<file path="config.mk">
export PLATFORM = sky130hd
export DESIGN_NAME = bap_regs
export DESIGN_NICKNAME = d
export VERILOG_FILES = /design/src/bap_pkg.sv /design/src/bap_err_if.sv /design/src/bap_regs.sv /design/src/bap_err_cause.sv
export SDC_FILE = /design/constraint.sdc
export NUM_CORES = 1
export LEC_CHECK = 0
export BUFFER_PORTS_ARGS = -buffer_cell sky130_fd_sc_hd__buf_2
export CORE_ASPECT_RATIO = 1.1
export CORE_UTILIZATION = 40
export CTS_CLUSTER_SIZE = 8
export DETAILED_ROUTE_END_ITERATION = 12
export SLEW_MARGIN = 5
export SYNTH_ARGS = -nofsm -noshare
export SYNTH_HDL_FRONTEND = slang
export SYNTH_SLANG_ARGS = --single-unit
</file>
<file path="constraint.sdc">
create_clock -name ref_clk -period 2.05 [get_ports ref_clk]
set_input_delay 0.3075 -clock ref_clk [delete_from_list [all_inputs] [get_ports ref_clk]]
set_output_delay 0.3075 -clock ref_clk [all_outputs]
set_load 0.01 [all_outputs]
</file>
<file path="src/bap_pkg.sv">
// Package of offsets, field positions, reset values and states for the block
package bap_pkg;
	localparam logic [7:0] BAP_GPIO_OFFSET = 8'h64;
	localparam logic [7:0] BAP_CLK_ERR_OFFSET = 8'h68;
	localparam int BAP_GPIO_W = 4;
	localparam int BAP_OUT_CLR_LSB = 8;
	localparam int BAP_OUT_SET_LSB = 12;
	localparam int BAP_OE_CLR_LSB = 16;
	localparam int BAP_OE_SET_LSB = 20;
	localparam int BAP_GPIO_RSVD_LSB = 24;
	localparam int BAP_GPIO_IN_LSB = 28;
	localparam logic [3:0] BAP_GPIO_RESET = 4'h0;
	localparam int BAP_CLK_COUNT = 10;
	localparam int BAP_CLK_PAIR_COUNT = 4;
	localparam int BAP_CLK_SINGLE_LSB = 8;
	localparam int BAP_CLK_FIELD_W = 14;
	localparam logic [13:0] BAP_CLK_GATE_RESET = 14'h0000;
	localparam int BAP_ERR_LSB = 16;
	localparam int BAP_ERR_COUNT = 8;
	localparam logic [7:0] BAP_ERR_RESET = 8'h00;
	localparam int BAP_ERR_ADDR_PARITY = 0;
	localparam int BAP_ERR_PW_PARITY = 1;
	localparam int BAP_ERR_PW_UNDELIVERED = 2;
	localparam int BAP_ERR_PW_TARGET_ABORT = 3;
	localparam int BAP_ERR_PW_MASTER_ABORT = 4;
	localparam int BAP_ERR_DW_UNDELIVERED = 5;
	localparam int BAP_ERR_DR_NO_DATA = 6;
	localparam int BAP_ERR_MASTER_TIMEOUT = 7;
	localparam int BAP_SCLK_HALF_CYCLES = 2;
	typedef enum logic [1:0] {
		BAP_CFG_IDLE = 2'b01,
		BAP_CFG_ANSWER = 2'b10
	} bap_cfg_state_t;
endpackage : bap_pkg

</file>
<file path="src/bap_err_if.sv">
// Interface between the register bank and the error cause recorder
`timescale 1ns/10ps
interface bap_err_if;
	import bap_pkg::*;
	logic [BAP_ERR_COUNT-1:0] events;
	logic [BAP_ERR_COUNT-1:0] disables;
	logic serr_enable;
	logic [BAP_ERR_COUNT-1:0] clear_mask;
	logic [BAP_ERR_COUNT-1:0] status;
	logic serr_assert;
	modport recorder (
		input events,
		input disables,
		input serr_enable,
		input clear_mask,
		output status,
		output serr_assert
	);
	modport bank (
		output events,
		output disables,
		output serr_enable,
		output clear_mask,
		input status,
		input serr_assert
	);
endinterface : bap_err_if

</file>
<file path="src/bap_regs.sv">
// Bridge pin, secondary clock gate and system error cause registers
//
// Overview of operation
// - Output-clear ones drive bidirectional pins low
// - Output-set ones drive bidirectional pins high
// - Pin level changes cycle after write completes
// - Input-only pins are never driven
// - Zero writes keep bits; fields read last write
// - Enable-clear ones make pin input, tristated
// - Enable-set ones enable driver with stored data
// - Reserved pin field reads zero
// - Input field follows pin levels each clock
// - Clocks zero-three stop only when both ones
// - Clocks four-nine stop low on one
// - Top two clock gate bits read zero
// - Address parity error sets cause bit, W1C
// - Posted write data parity sets cause bit
// - Posted write non-delivery sets cause bit
// - Posted write target abort sets cause bit
// - Posted write master abort sets cause bit
// - Delayed write non-delivery sets cause bit
// - Delayed read without data sets cause bit
// - Master timeout on delayed repeat sets bit
// - Error asserts only if enabled and undisabled
`timescale 1ns/10ps
module bap_regs
	import bap_pkg::*;
#(
	parameter int GPIO_W = BAP_GPIO_W,
	parameter int CLK_COUNT = BAP_CLK_COUNT
) (
	input wire logic ref_clk,
	input wire logic reset_n,
	input wire logic cfg_req,
	input wire logic cfg_write,
	input wire logic [7:0] cfg_addr,
	input wire logic [3:0] cfg_be,
	input wire logic [31:0] cfg_wdata,
	output logic [31:0] cfg_rdata,
	output logic cfg_ack,
	input wire logic [GPIO_W-1:0] gpio_in,
	output logic [GPIO_W-1:0] gpio_out,
	output logic [GPIO_W-1:0] gpio_oe,
	output logic [CLK_COUNT-1:0] secondary_clock_outputs,
	input wire logic [BAP_ERR_COUNT-1:0] error_events,
	input wire logic [BAP_ERR_COUNT-1:0] error_event_disable,
	input wire logic system_error_enable,
	output logic primary_system_error_out_n
);
	bap_cfg_state_t state;
	bap_cfg_state_t next_state;
	logic take;
	logic wr_gpio;
	logic wr_clk_err;
	logic [GPIO_W-1:0] out_clr_field;
	logic [GPIO_W-1:0] out_set_field;
	logic [GPIO_W-1:0] oe_clr_field;
	logic [GPIO_W-1:0] oe_set_field;
	logic [GPIO_W-1:0] out_data;
	logic [GPIO_W-1:0] out_enable;
	logic [GPIO_W-1:0] next_out_data;
	logic [GPIO_W-1:0] next_out_enable;
	logic [GPIO_W-1:0] pin_meta;
	logic [GPIO_W-1:0] pin_level;
	logic [BAP_CLK_FIELD_W-1:0] clk_gate;
	logic [CLK_COUNT-1:0] clk_run;
	logic [1:0] div_count;
	logic div_phase;
	logic [BAP_ERR_COUNT-1:0] err_clear;
	logic [BAP_ERR_COUNT-1:0] cause_events;
	logic [31:0] next_rdata;

	bap_err_if err ();

	// Byte lane of a field: ones written where the lane is enabled
	function automatic logic [3:0] lane_nibble(
		input logic [31:0] data,
		input logic [3:0] be,
		input int lsb
	);
		logic [3:0] nib;
		nib = data[lsb +: 4];
		if (!be[lsb / 8]) begin
			nib = 4'h0;
		end
		return nib;
	endfunction : lane_nibble

	// Register select, shared by the write strobes and the read mux
	function automatic logic addr_hit(
		input logic [7:0] addr,
		input logic [7:0] offset
	);
		return addr == offset;
	endfunction : addr_hit

	// Clock enable from its gate field
	function automatic logic clock_enabled(
		input logic [BAP_CLK_FIELD_W-1:0] gate,
		input int idx
	);
		logic en;
		if (idx < BAP_CLK_PAIR_COUNT) begin
			en = ~(gate[2 * idx] & gate[2 * idx + 1]);
		end else begin
			en = ~gate[BAP_CLK_SINGLE_LSB + idx - BAP_CLK_PAIR_COUNT];
		end
		return en;
	endfunction : clock_enabled

	// Configuration access: one answer cycle per request
	always_comb begin
		next_state = state;
		case (state)
			BAP_CFG_IDLE: begin
				if (cfg_req) begin
					next_state = BAP_CFG_ANSWER;
				end
			end
			BAP_CFG_ANSWER: begin
				next_state = BAP_CFG_IDLE;
			end
			default: begin
				next_state = BAP_CFG_IDLE;
			end
		endcase
	end

	always_ff @(posedge ref_clk or negedge reset_n) begin
		if (!reset_n) begin
			state <= BAP_CFG_IDLE;
		end else begin
			state <= next_state;
		end
	end

	// Requests arriving in the answer cycle are dropped, not queued
	assign take = cfg_req && (state == BAP_CFG_IDLE);
	assign cfg_ack = (state == BAP_CFG_ANSWER);

	always_comb begin
		wr_gpio = 1'b0;
		wr_clk_err = 1'b0;
		if (take && cfg_write && addr_hit(cfg_addr, BAP_GPIO_OFFSET)) begin
			wr_gpio = 1'b1;
		end else if (take && cfg_write
			&& addr_hit(cfg_addr, BAP_CLK_ERR_OFFSET)) begin
			wr_clk_err = 1'b1;
		end
	end

	// Stored write-one fields keep the last write to their byte lane
	always_ff @(posedge ref_clk or negedge reset_n) begin
		if (!reset_n) begin
			out_clr_field <= BAP_GPIO_RESET;
			out_set_field <= BAP_GPIO_RESET;
		end else if (wr_gpio && cfg_be[BAP_OUT_CLR_LSB / 8]) begin
			out_clr_field <= cfg_wdata[BAP_OUT_CLR_LSB +: 4];
			out_set_field <= cfg_wdata[BAP_OUT_SET_LSB +: 4];
		end
	end

	// Enable-field copies live in byte lane two
	always_ff @(posedge ref_clk or negedge reset_n) begin
		if (!reset_n) begin
			oe_clr_field <= BAP_GPIO_RESET;
			oe_set_field <= BAP_GPIO_RESET;
		end else if (wr_gpio && cfg_be[BAP_OE_CLR_LSB / 8]) begin
			oe_clr_field <= cfg_wdata[BAP_OE_CLR_LSB +: 4];
			oe_set_field <= cfg_wdata[BAP_OE_SET_LSB +: 4];
		end
	end

	// Set wins when set and clear name the same pin in one write
	always_comb begin
		next_out_data = out_data;
		next_out_enable = out_enable;
		if (wr_gpio) begin
			next_out_data = next_out_data
				& ~lane_nibble(cfg_wdata, cfg_be, BAP_OUT_CLR_LSB);
			next_out_data = next_out_data
				| lane_nibble(cfg_wdata, cfg_be, BAP_OUT_SET_LSB);
			next_out_enable = next_out_enable
				& ~lane_nibble(cfg_wdata, cfg_be, BAP_OE_CLR_LSB);
			next_out_enable = next_out_enable
				| lane_nibble(cfg_wdata, cfg_be, BAP_OE_SET_LSB);
		end
	end

	always_ff @(posedge ref_clk or negedge reset_n) begin
		if (!reset_n) begin
			out_data <= BAP_GPIO_RESET;
			out_enable <= BAP_GPIO_RESET;
		end else begin
			out_data <= next_out_data;
			out_enable <= next_out_enable;
		end
	end

	// Extra pin stage so pins move on the cycle after completion
	always_ff @(posedge ref_clk or negedge reset_n) begin
		if (!reset_n) begin
			gpio_out <= BAP_GPIO_RESET;
		end else begin
			gpio_out <= out_data & out_enable;
		end
	end

	// Driver enable moves on the same edge as its data
	always_ff @(posedge ref_clk or negedge reset_n) begin
		if (!reset_n) begin
			gpio_oe <= BAP_GPIO_RESET;
		end else begin
			gpio_oe <= out_enable;
		end
	end

	// Pins are asynchronous, so two stages before the input field
	always_ff @(posedge ref_clk or negedge reset_n) begin
		if (!reset_n) begin
			pin_meta <= BAP_GPIO_RESET;
			pin_level <= BAP_GPIO_RESET;
		end else begin
			pin_meta <= gpio_in;
			pin_level <= pin_meta;
		end
	end

	// Clock gate field, low byte lanes only
	// Bits 15:14 have no storage, so ones written there read back zero
	always_ff @(posedge ref_clk or negedge reset_n) begin
		if (!reset_n) begin
			clk_gate <= BAP_CLK_GATE_RESET;
		end else if (wr_clk_err) begin
			if (cfg_be[0]) begin
				clk_gate[7:0] <= cfg_wdata[7:0];
			end
			if (cfg_be[1]) begin
				clk_gate[13:8] <= cfg_wdata[13:8];
			end
		end
	end

	// Secondary clock made by dividing the bus clock
	always_ff @(posedge ref_clk or negedge reset_n) begin
		if (!reset_n) begin
			div_count <= 2'h0;
			div_phase <= 1'b0;
		end else if (div_count == 2'(BAP_SCLK_HALF_CYCLES - 1)) begin
			div_count <= 2'h0;
			div_phase <= ~div_phase;
		end else begin
			div_count <= div_count + 2'h1;
		end
	end

	always_comb begin
		for (int i = 0; i < CLK_COUNT; i++) begin
			clk_run[i] = clock_enabled(clk_gate, i);
		end
	end

	// Stopped outputs are held low
	always_ff @(posedge ref_clk or negedge reset_n) begin
		if (!reset_n) begin
			secondary_clock_outputs <= '0;
		end else begin
			secondary_clock_outputs <= clk_run & {CLK_COUNT{div_phase}};
		end
	end

	// Cause clear mask from the upper half of the shared word
	always_comb begin
		err_clear = '0;
		if (wr_clk_err && cfg_be[BAP_ERR_LSB / 8]) begin
			err_clear = cfg_wdata[BAP_ERR_LSB +: BAP_ERR_COUNT];
		end
	end

	// One detector input per status bit, in status bit order
	always_comb begin
		cause_events = '0;
		cause_events[BAP_ERR_ADDR_PARITY] =
			error_events[BAP_ERR_ADDR_PARITY];
		cause_events[BAP_ERR_PW_PARITY] =
			error_events[BAP_ERR_PW_PARITY];
		cause_events[BAP_ERR_PW_UNDELIVERED] =
			error_events[BAP_ERR_PW_UNDELIVERED];
		cause_events[BAP_ERR_PW_TARGET_ABORT] =
			error_events[BAP_ERR_PW_TARGET_ABORT];
		cause_events[BAP_ERR_PW_MASTER_ABORT] =
			error_events[BAP_ERR_PW_MASTER_ABORT];
		cause_events[BAP_ERR_DW_UNDELIVERED] =
			error_events[BAP_ERR_DW_UNDELIVERED];
		cause_events[BAP_ERR_DR_NO_DATA] =
			error_events[BAP_ERR_DR_NO_DATA];
		cause_events[BAP_ERR_MASTER_TIMEOUT] =
			error_events[BAP_ERR_MASTER_TIMEOUT];
	end

	assign err.events = cause_events;
	assign err.disables = error_event_disable;
	assign err.serr_enable = system_error_enable;
	assign err.clear_mask = err_clear;

	bap_err_cause u_err_cause (
		.ref_clk(ref_clk),
		.reset_n(reset_n),
		.err(err)
	);

	// Registered so the error pin never shows decode glitches
	always_ff @(posedge ref_clk or negedge reset_n) begin
		if (!reset_n) begin
			primary_system_error_out_n <= 1'b1;
		end else begin
			primary_system_error_out_n <= ~err.serr_assert;
		end
	end

	// Read word, sampled at the taking edge; unmapped reads give zero
	always_comb begin
		next_rdata = 32'h0000_0000;
		if (addr_hit(cfg_addr, BAP_GPIO_OFFSET)) begin
			next_rdata[BAP_OUT_CLR_LSB +: 4] = out_clr_field;
			next_rdata[BAP_OUT_SET_LSB +: 4] = out_set_field;
			next_rdata[BAP_OE_CLR_LSB +: 4] = oe_clr_field;
			next_rdata[BAP_OE_SET_LSB +: 4] = oe_set_field;
			next_rdata[BAP_GPIO_RSVD_LSB +: 4] = 4'h0;
			next_rdata[BAP_GPIO_IN_LSB +: 4] = pin_level;
		end else if (addr_hit(cfg_addr, BAP_CLK_ERR_OFFSET)) begin
			next_rdata[BAP_CLK_FIELD_W-1:0] = clk_gate;
			next_rdata[15:BAP_CLK_FIELD_W] = 2'b00;
			next_rdata[BAP_ERR_LSB +: BAP_ERR_COUNT] = err.status;
		end
	end

	// Read data holds until the next read is taken
	always_ff @(posedge ref_clk or negedge reset_n) begin
		if (!reset_n) begin
			cfg_rdata <= 32'h0000_0000;
		end else if (take && !cfg_write) begin
			cfg_rdata <= next_rdata;
		end
	end
endmodule : bap_regs

</file>
<file path="src/bap_err_cause.sv">
// Recorder of system error causes with write-one-to-clear status
`timescale 1ns/10ps
module bap_err_cause
	import bap_pkg::*;
(
	input wire logic ref_clk,
	input wire logic reset_n,
	bap_err_if.recorder err
);
	logic [BAP_ERR_COUNT-1:0] fire;
	logic [BAP_ERR_COUNT-1:0] status;
	logic serr_assert;

	// A cause counts only when not disabled and globally enabled
	always_comb begin
		fire = err.events & ~err.disables & {BAP_ERR_COUNT{err.serr_enable}};
	end

	// Set beats clear so an event in the clearing cycle is kept
	always_ff @(posedge ref_clk or negedge reset_n) begin
		if (!reset_n) begin
			status <= BAP_ERR_RESET;
		end else begin
			status <= (status & ~err.clear_mask) | fire;
		end
	end

	always_ff @(posedge ref_clk or negedge reset_n) begin
		if (!reset_n) begin
			serr_assert <= 1'b0;
		end else begin
			serr_assert <= |fire;
		end
	end

	assign err.status = status;
	assign err.serr_assert = serr_assert;
endmodule : bap_err_cause

</file>
==> insert_results.sql <==
INSERT INTO impl_metrics (metric_group, metric, value, unit) VALUES
('synthesis', 'flip_flop_and_latch_count_after_synthesis', '107', ''),
('cells_and_area', 'post_layout_nonfiller_instances', '578', ''),
('floorplanning', 'design.die.area', '10800', 'um2'),
('timing', 'number_of_hold_slack_violations_in_the_final_timing_report', '0', ''),
('power', 'power_leakage', '2.79', 'nW'),
('worst_setup_path', 'worst-path-max-fanout', '12', ''),
('global_routing', 'maximum_number_of_pins_on_one_net_before_global_route_repair', '41', ''),
('cells_and_area', 'fin_util', '0.516', ''),
('floorplanning', 'fp.dieW', '99.2', 'um'),
('clock_network', 'tritoncts', 'built', ''),
('floorplanning', 'coreArea', '9980', 'um2'),
('global_routing', 'globalRoute.totalOverflow', '0', ''),
('worst_setup_path', 'critPathLaunchType', 'register', ''),
('cells_and_area', 'area_growth', '23.9', '%'),
('clock_network', 'cts_root_buffer', 'sky130_fd_sc_hd__clkbuf_8', ''),
('timing', 'max_clock_freq', '0.575', 'GHz'),
('detailed_routing', 'avgRoutedWirePerCell', '15.6', 'um'),
('worst_setup_path', 'cp_cell_sequence', 'and3b_1 -> buf_4 -> nand4_1 -> a21o_1', ''),
('floorplanning', 'design.portCount', '121', ''),
('timing', 'worst_slew_pin_slew', '0.524', 'ns'),
('synthesis', 'synth_seq_area_share', '0.645', ''),
('worst_setup_path', 'cpPeakStageDelay', '0.55', 'ns'),
('timing', 'finalSetupViolCount', '0', ''),
('worst_setup_path', 'critPathRequiredTime', '2.30', 'ns'),
('placed_design', 'dpl_cell_area', '4940', 'um2'),
('hold_path', 'worstHoldPathCells', '1', ''),
('worst_setup_path', 'worstPathArrival', '1.99', 'ns'),
('detailed_routing', 'antenna_left', '0', ''),
('timing', 'worst_hold_slack', '0.0380', 'ns'),
('detailed_routing', 'total_vias_in_the_final_route', '2887', ''),
('outcome', 'outcome', 'completed', ''),
('timing', 'timing.final.crit_share', '0.848', ''),
('detailed_routing', 'routed_via_density', '4.99', ''),
('clock_network', 'cts_max_path_buffers', '2', ''),
('worst_setup_path', 'flop_to_flop_setup_slack', '0.31', 'ns'),
('detailed_routing', 'drt_iter0_drc', '66', ''),
('timing', 'total_negative_setup_slack', '0', 'ns'),
('timing', 'timing_max_transition_violations_final', '0', ''),
('detailed_routing', 'remaining_drc_errors', '0', ''),
('cells_and_area', 'design.final.nets', '522', ''),
('global_routing', 'grt_pass1_wl', '14.9', 'mm'),
('floorplanning', 'placement_rows', '38', ''),
('timing', 'grt_setup_unrepaired', 'false', ''),
('worst_setup_path', 'timing.critical_path.to_type', 'register', ''),
('power', 'peakVddDrop', '0.000314', 'V'),
('global_routing', 'antenna_violations_before_repair', '0', ''),
('worst_setup_path', 'r2r_start', 'state[0]', ''),
('placed_design', 'post-dp-hpwl', '6.76', 'mm'),
('hold_path', 'hold_class', 'input pin to register', ''),
('cells_and_area', 'layout-drive-gt1-share', '0.367', ''),
('detailed_routing', 'detail_route.first_pass.iterations', '4', ''),
('detailed_routing', 'drt_wirelength', '9.04', 'mm'),
('power', 'cellPowerDensity', '715', 'nW/um2'),
('synthesis', 'syn_avg_cell_area', '12.5', 'um2'),
('worst_setup_path', 'critical-path-top-delay-family', 'simple AND/OR/NAND/NOR gates', ''),
('floorplanning', 'die_h', '109', 'um'),
('placed_design', 'pre_cts_slack', '-0.00501', 'ns'),
('synthesis', 'yosysUniqueCellTypes', '37', ''),
('clock_network', 'htree_levels', '3', ''),
('timing', 'finalClockSkew', '0.0113', 'ns'),
('power', 'post-layout-total-power', '3.68', 'mW'),
('global_routing', 'first_global_vias', '2973', ''),
('floorplanning', 'start_util', '0.416', ''),
('worst_setup_path', 'rr_worst_depth', '4', ''),
('run', 'cap_violations', '0', ''),
('clock_network', 'cts_setup_buffers', '0', ''),
('placed_design', 'numPortBuffers', '107', ''),
('clock_network', 'cts-buffers-inserted', '9', ''),
('timing', 'setup_ws_post_layout', '0.311', 'ns'),
('worst_setup_path', 'timing.setup.critical_path_class', 'register to register', ''),
('synthesis', 'synth-warning-count', '0', '');
[state kept, by name, summed over array words and instances (netlist names), 8 cells and up]
register	flops
cfg_rdata	28
clk_gate	14
secondary_clock_outputs	10
u_err_cause.err.status	8
[final cells by class]
cell class	instances	area, um2	share of cell area
sequential	107	2680	0.520
clock inverter	6	73.8	0.0143
timing repair buffer	128	736	0.143
multi-input combinational	192	1330	0.258
tap	120	150	0.0292
inverter	15	56.3	0.0109
clock buffer	10	128	0.0248
[worst max path at each step]
stage	start	end	slack [ns]	cells past startpoint
5_1_grt	state[0]	out_clr_field[0]	0.22	5
3_5_place_dp	cfg_addr[1]	u_err_cause.err.status[7]	-0.005	7
6_report	state[0]	out_clr_field[2]	0.31	4
4_1_cts	state[0]	out_clr_field[2]	0.29	4
2_1_floorplan	cfg_addr[1]	clk_gate[0]	0.12	6
3_3_place_gp	cfg_addr[1]	u_err_cause.err.status[7]	0.02	7
[repair_timing]
item | CTS | global route
hold buffers | 1 | 0
gates resized for setup | 0 | 0
endpoints found under the hold margin | 34 | 0
[power breakdown]
part	switching, mW	internal [mW]
Combinational	0.142	0.0896
Clock	0.722	0.581
Sequential	0.0117	2.14
[kinds of logic after synthesis]
group / count (synthesis) / share of synthesized area
mux: 18 / 0.0560
other cells: 1 / 0.000902
buf+inv: 36 / 0.0409
simple gates: 108 / 0.144
flops: 107 / 0.645
compound gates: 61 / 0.111
xor+xnor: 1 / 0.00211
[metal layers]
metal | vias to the layer above | track usage | part of all wire
met4 | 0 | 0.0630 | 0.013
met2 | 76 | 0.308 | 0.49
li1 | 1399 | - | -
met1 | 1402 | 0.236 | 0.45
met5 | - | 0 | 0
met3 | 10 | 0.0359 | 0.041
[synthesized netlist by cell type]
library cell                number  area share
sky130_fd_sc_hd__nand4bb_1       1      0.0027
sky130_fd_sc_hd__or4b_4          1      0.0033
sky130_fd_sc_hd__and3b_1         1      0.0021
sky130_fd_sc_hd__a221oi_1        2      0.0042
sky130_fd_sc_hd__nor3_4          1      0.0039
sky130_fd_sc_hd__nand4_1         7       0.011
sky130_fd_sc_hd__a21o_1          1      0.0018
sky130_fd_sc_hd__a22o_1         16       0.034
sky130_fd_sc_hd__nand3_2         1      0.0024
sky130_fd_sc_hd__nor4bb_1        1      0.0024
sky130_fd_sc_hd__nor4b_1         1      0.0021
sky130_fd_sc_hd__mux2_2         10       0.027
sky130_fd_sc_hd__a22oi_1        14       0.025
sky130_fd_sc_hd__nor4_4          2       0.010
sky130_fd_sc_hd__dfstp_2         2       0.013
sky130_fd_sc_hd__nor4b_2         1      0.0036
sky130_fd_sc_hd__nand2b_1        3      0.0045
sky130_fd_sc_hd__buf_4           4      0.0072
sky130_fd_sc_hd__a21boi_0        5      0.0090
sky130_fd_sc_hd__and4_1          2      0.0042
sky130_fd_sc_hd__nand3_1        11       0.013
sky130_fd_sc_hd__nand2_1        56       0.051
sky130_fd_sc_hd__conb_1          1     0.00090
sky130_fd_sc_hd__o21ai_0        15       0.018
sky130_fd_sc_hd__dfrtp_1       105        0.63
sky130_fd_sc_hd__mux2_4          8       0.029
sky130_fd_sc_hd__and2_1          6      0.0090
sky130_fd_sc_hd__clkbuf_1       11      0.0099
sky130_fd_sc_hd__buf_2           4      0.0048
sky130_fd_sc_hd__nand4b_1        1      0.0021
sky130_fd_sc_hd__nor4_1          1      0.0015
sky130_fd_sc_hd__nor2_1          2      0.0018
sky130_fd_sc_hd__xnor2_1         1      0.0021
sky130_fd_sc_hd__nor2b_1         9       0.014
sky130_fd_sc_hd__inv_1          15       0.014
sky130_fd_sc_hd__a32o_1          8       0.019
sky130_fd_sc_hd__buf_6           2      0.0054
[layout by cell type, fill, tap and decap left out, types with 2 or more instances in the layout]
master and n:
sky130_fd_sc_hd__dfrtp_1 105, sky130_fd_sc_hd__nor2b_1 9, sky130_fd_sc_hd__nand4_1 7, sky130_fd_sc_hd__buf_12 3, sky130_fd_sc_hd__inv_1 15, sky130_fd_sc_hd__nand2b_1 3
sky130_fd_sc_hd__a32o_1 8, sky130_fd_sc_hd__buf_4 18, sky130_fd_sc_hd__and2_1 6, sky130_fd_sc_hd__mux2_2 10, sky130_fd_sc_hd__clkbuf_8 9, sky130_fd_sc_hd__buf_2 106
sky130_fd_sc_hd__nor2_1 2, sky130_fd_sc_hd__and4_1 2, sky130_fd_sc_hd__conb_1 4, sky130_fd_sc_hd__mux2_4 8, sky130_fd_sc_hd__nor4_4 2, sky130_fd_sc_hd__a21boi_0 5
sky130_fd_sc_hd__a221oi_1 2, sky130_fd_sc_hd__nand3_1 11, sky130_fd_sc_hd__a22oi_1 14, sky130_fd_sc_hd__o21ai_0 15, sky130_fd_sc_hd__clkinvlp_4 2, sky130_fd_sc_hd__a22o_1 16
sky130_fd_sc_hd__dfstp_2 2, sky130_fd_sc_hd__nand2_1 56
[worst register-to-register path: stages (launching register included)]
cell                      delay (ns)
sky130_fd_sc_hd__dfstp_2        0.55
sky130_fd_sc_hd__and3b_1        0.23
sky130_fd_sc_hd__buf_4          0.22
sky130_fd_sc_hd__nand4_1        0.35
sky130_fd_sc_hd__a21o_1         0.29
No activity file was read; power rests on OpenSTA's default activity.
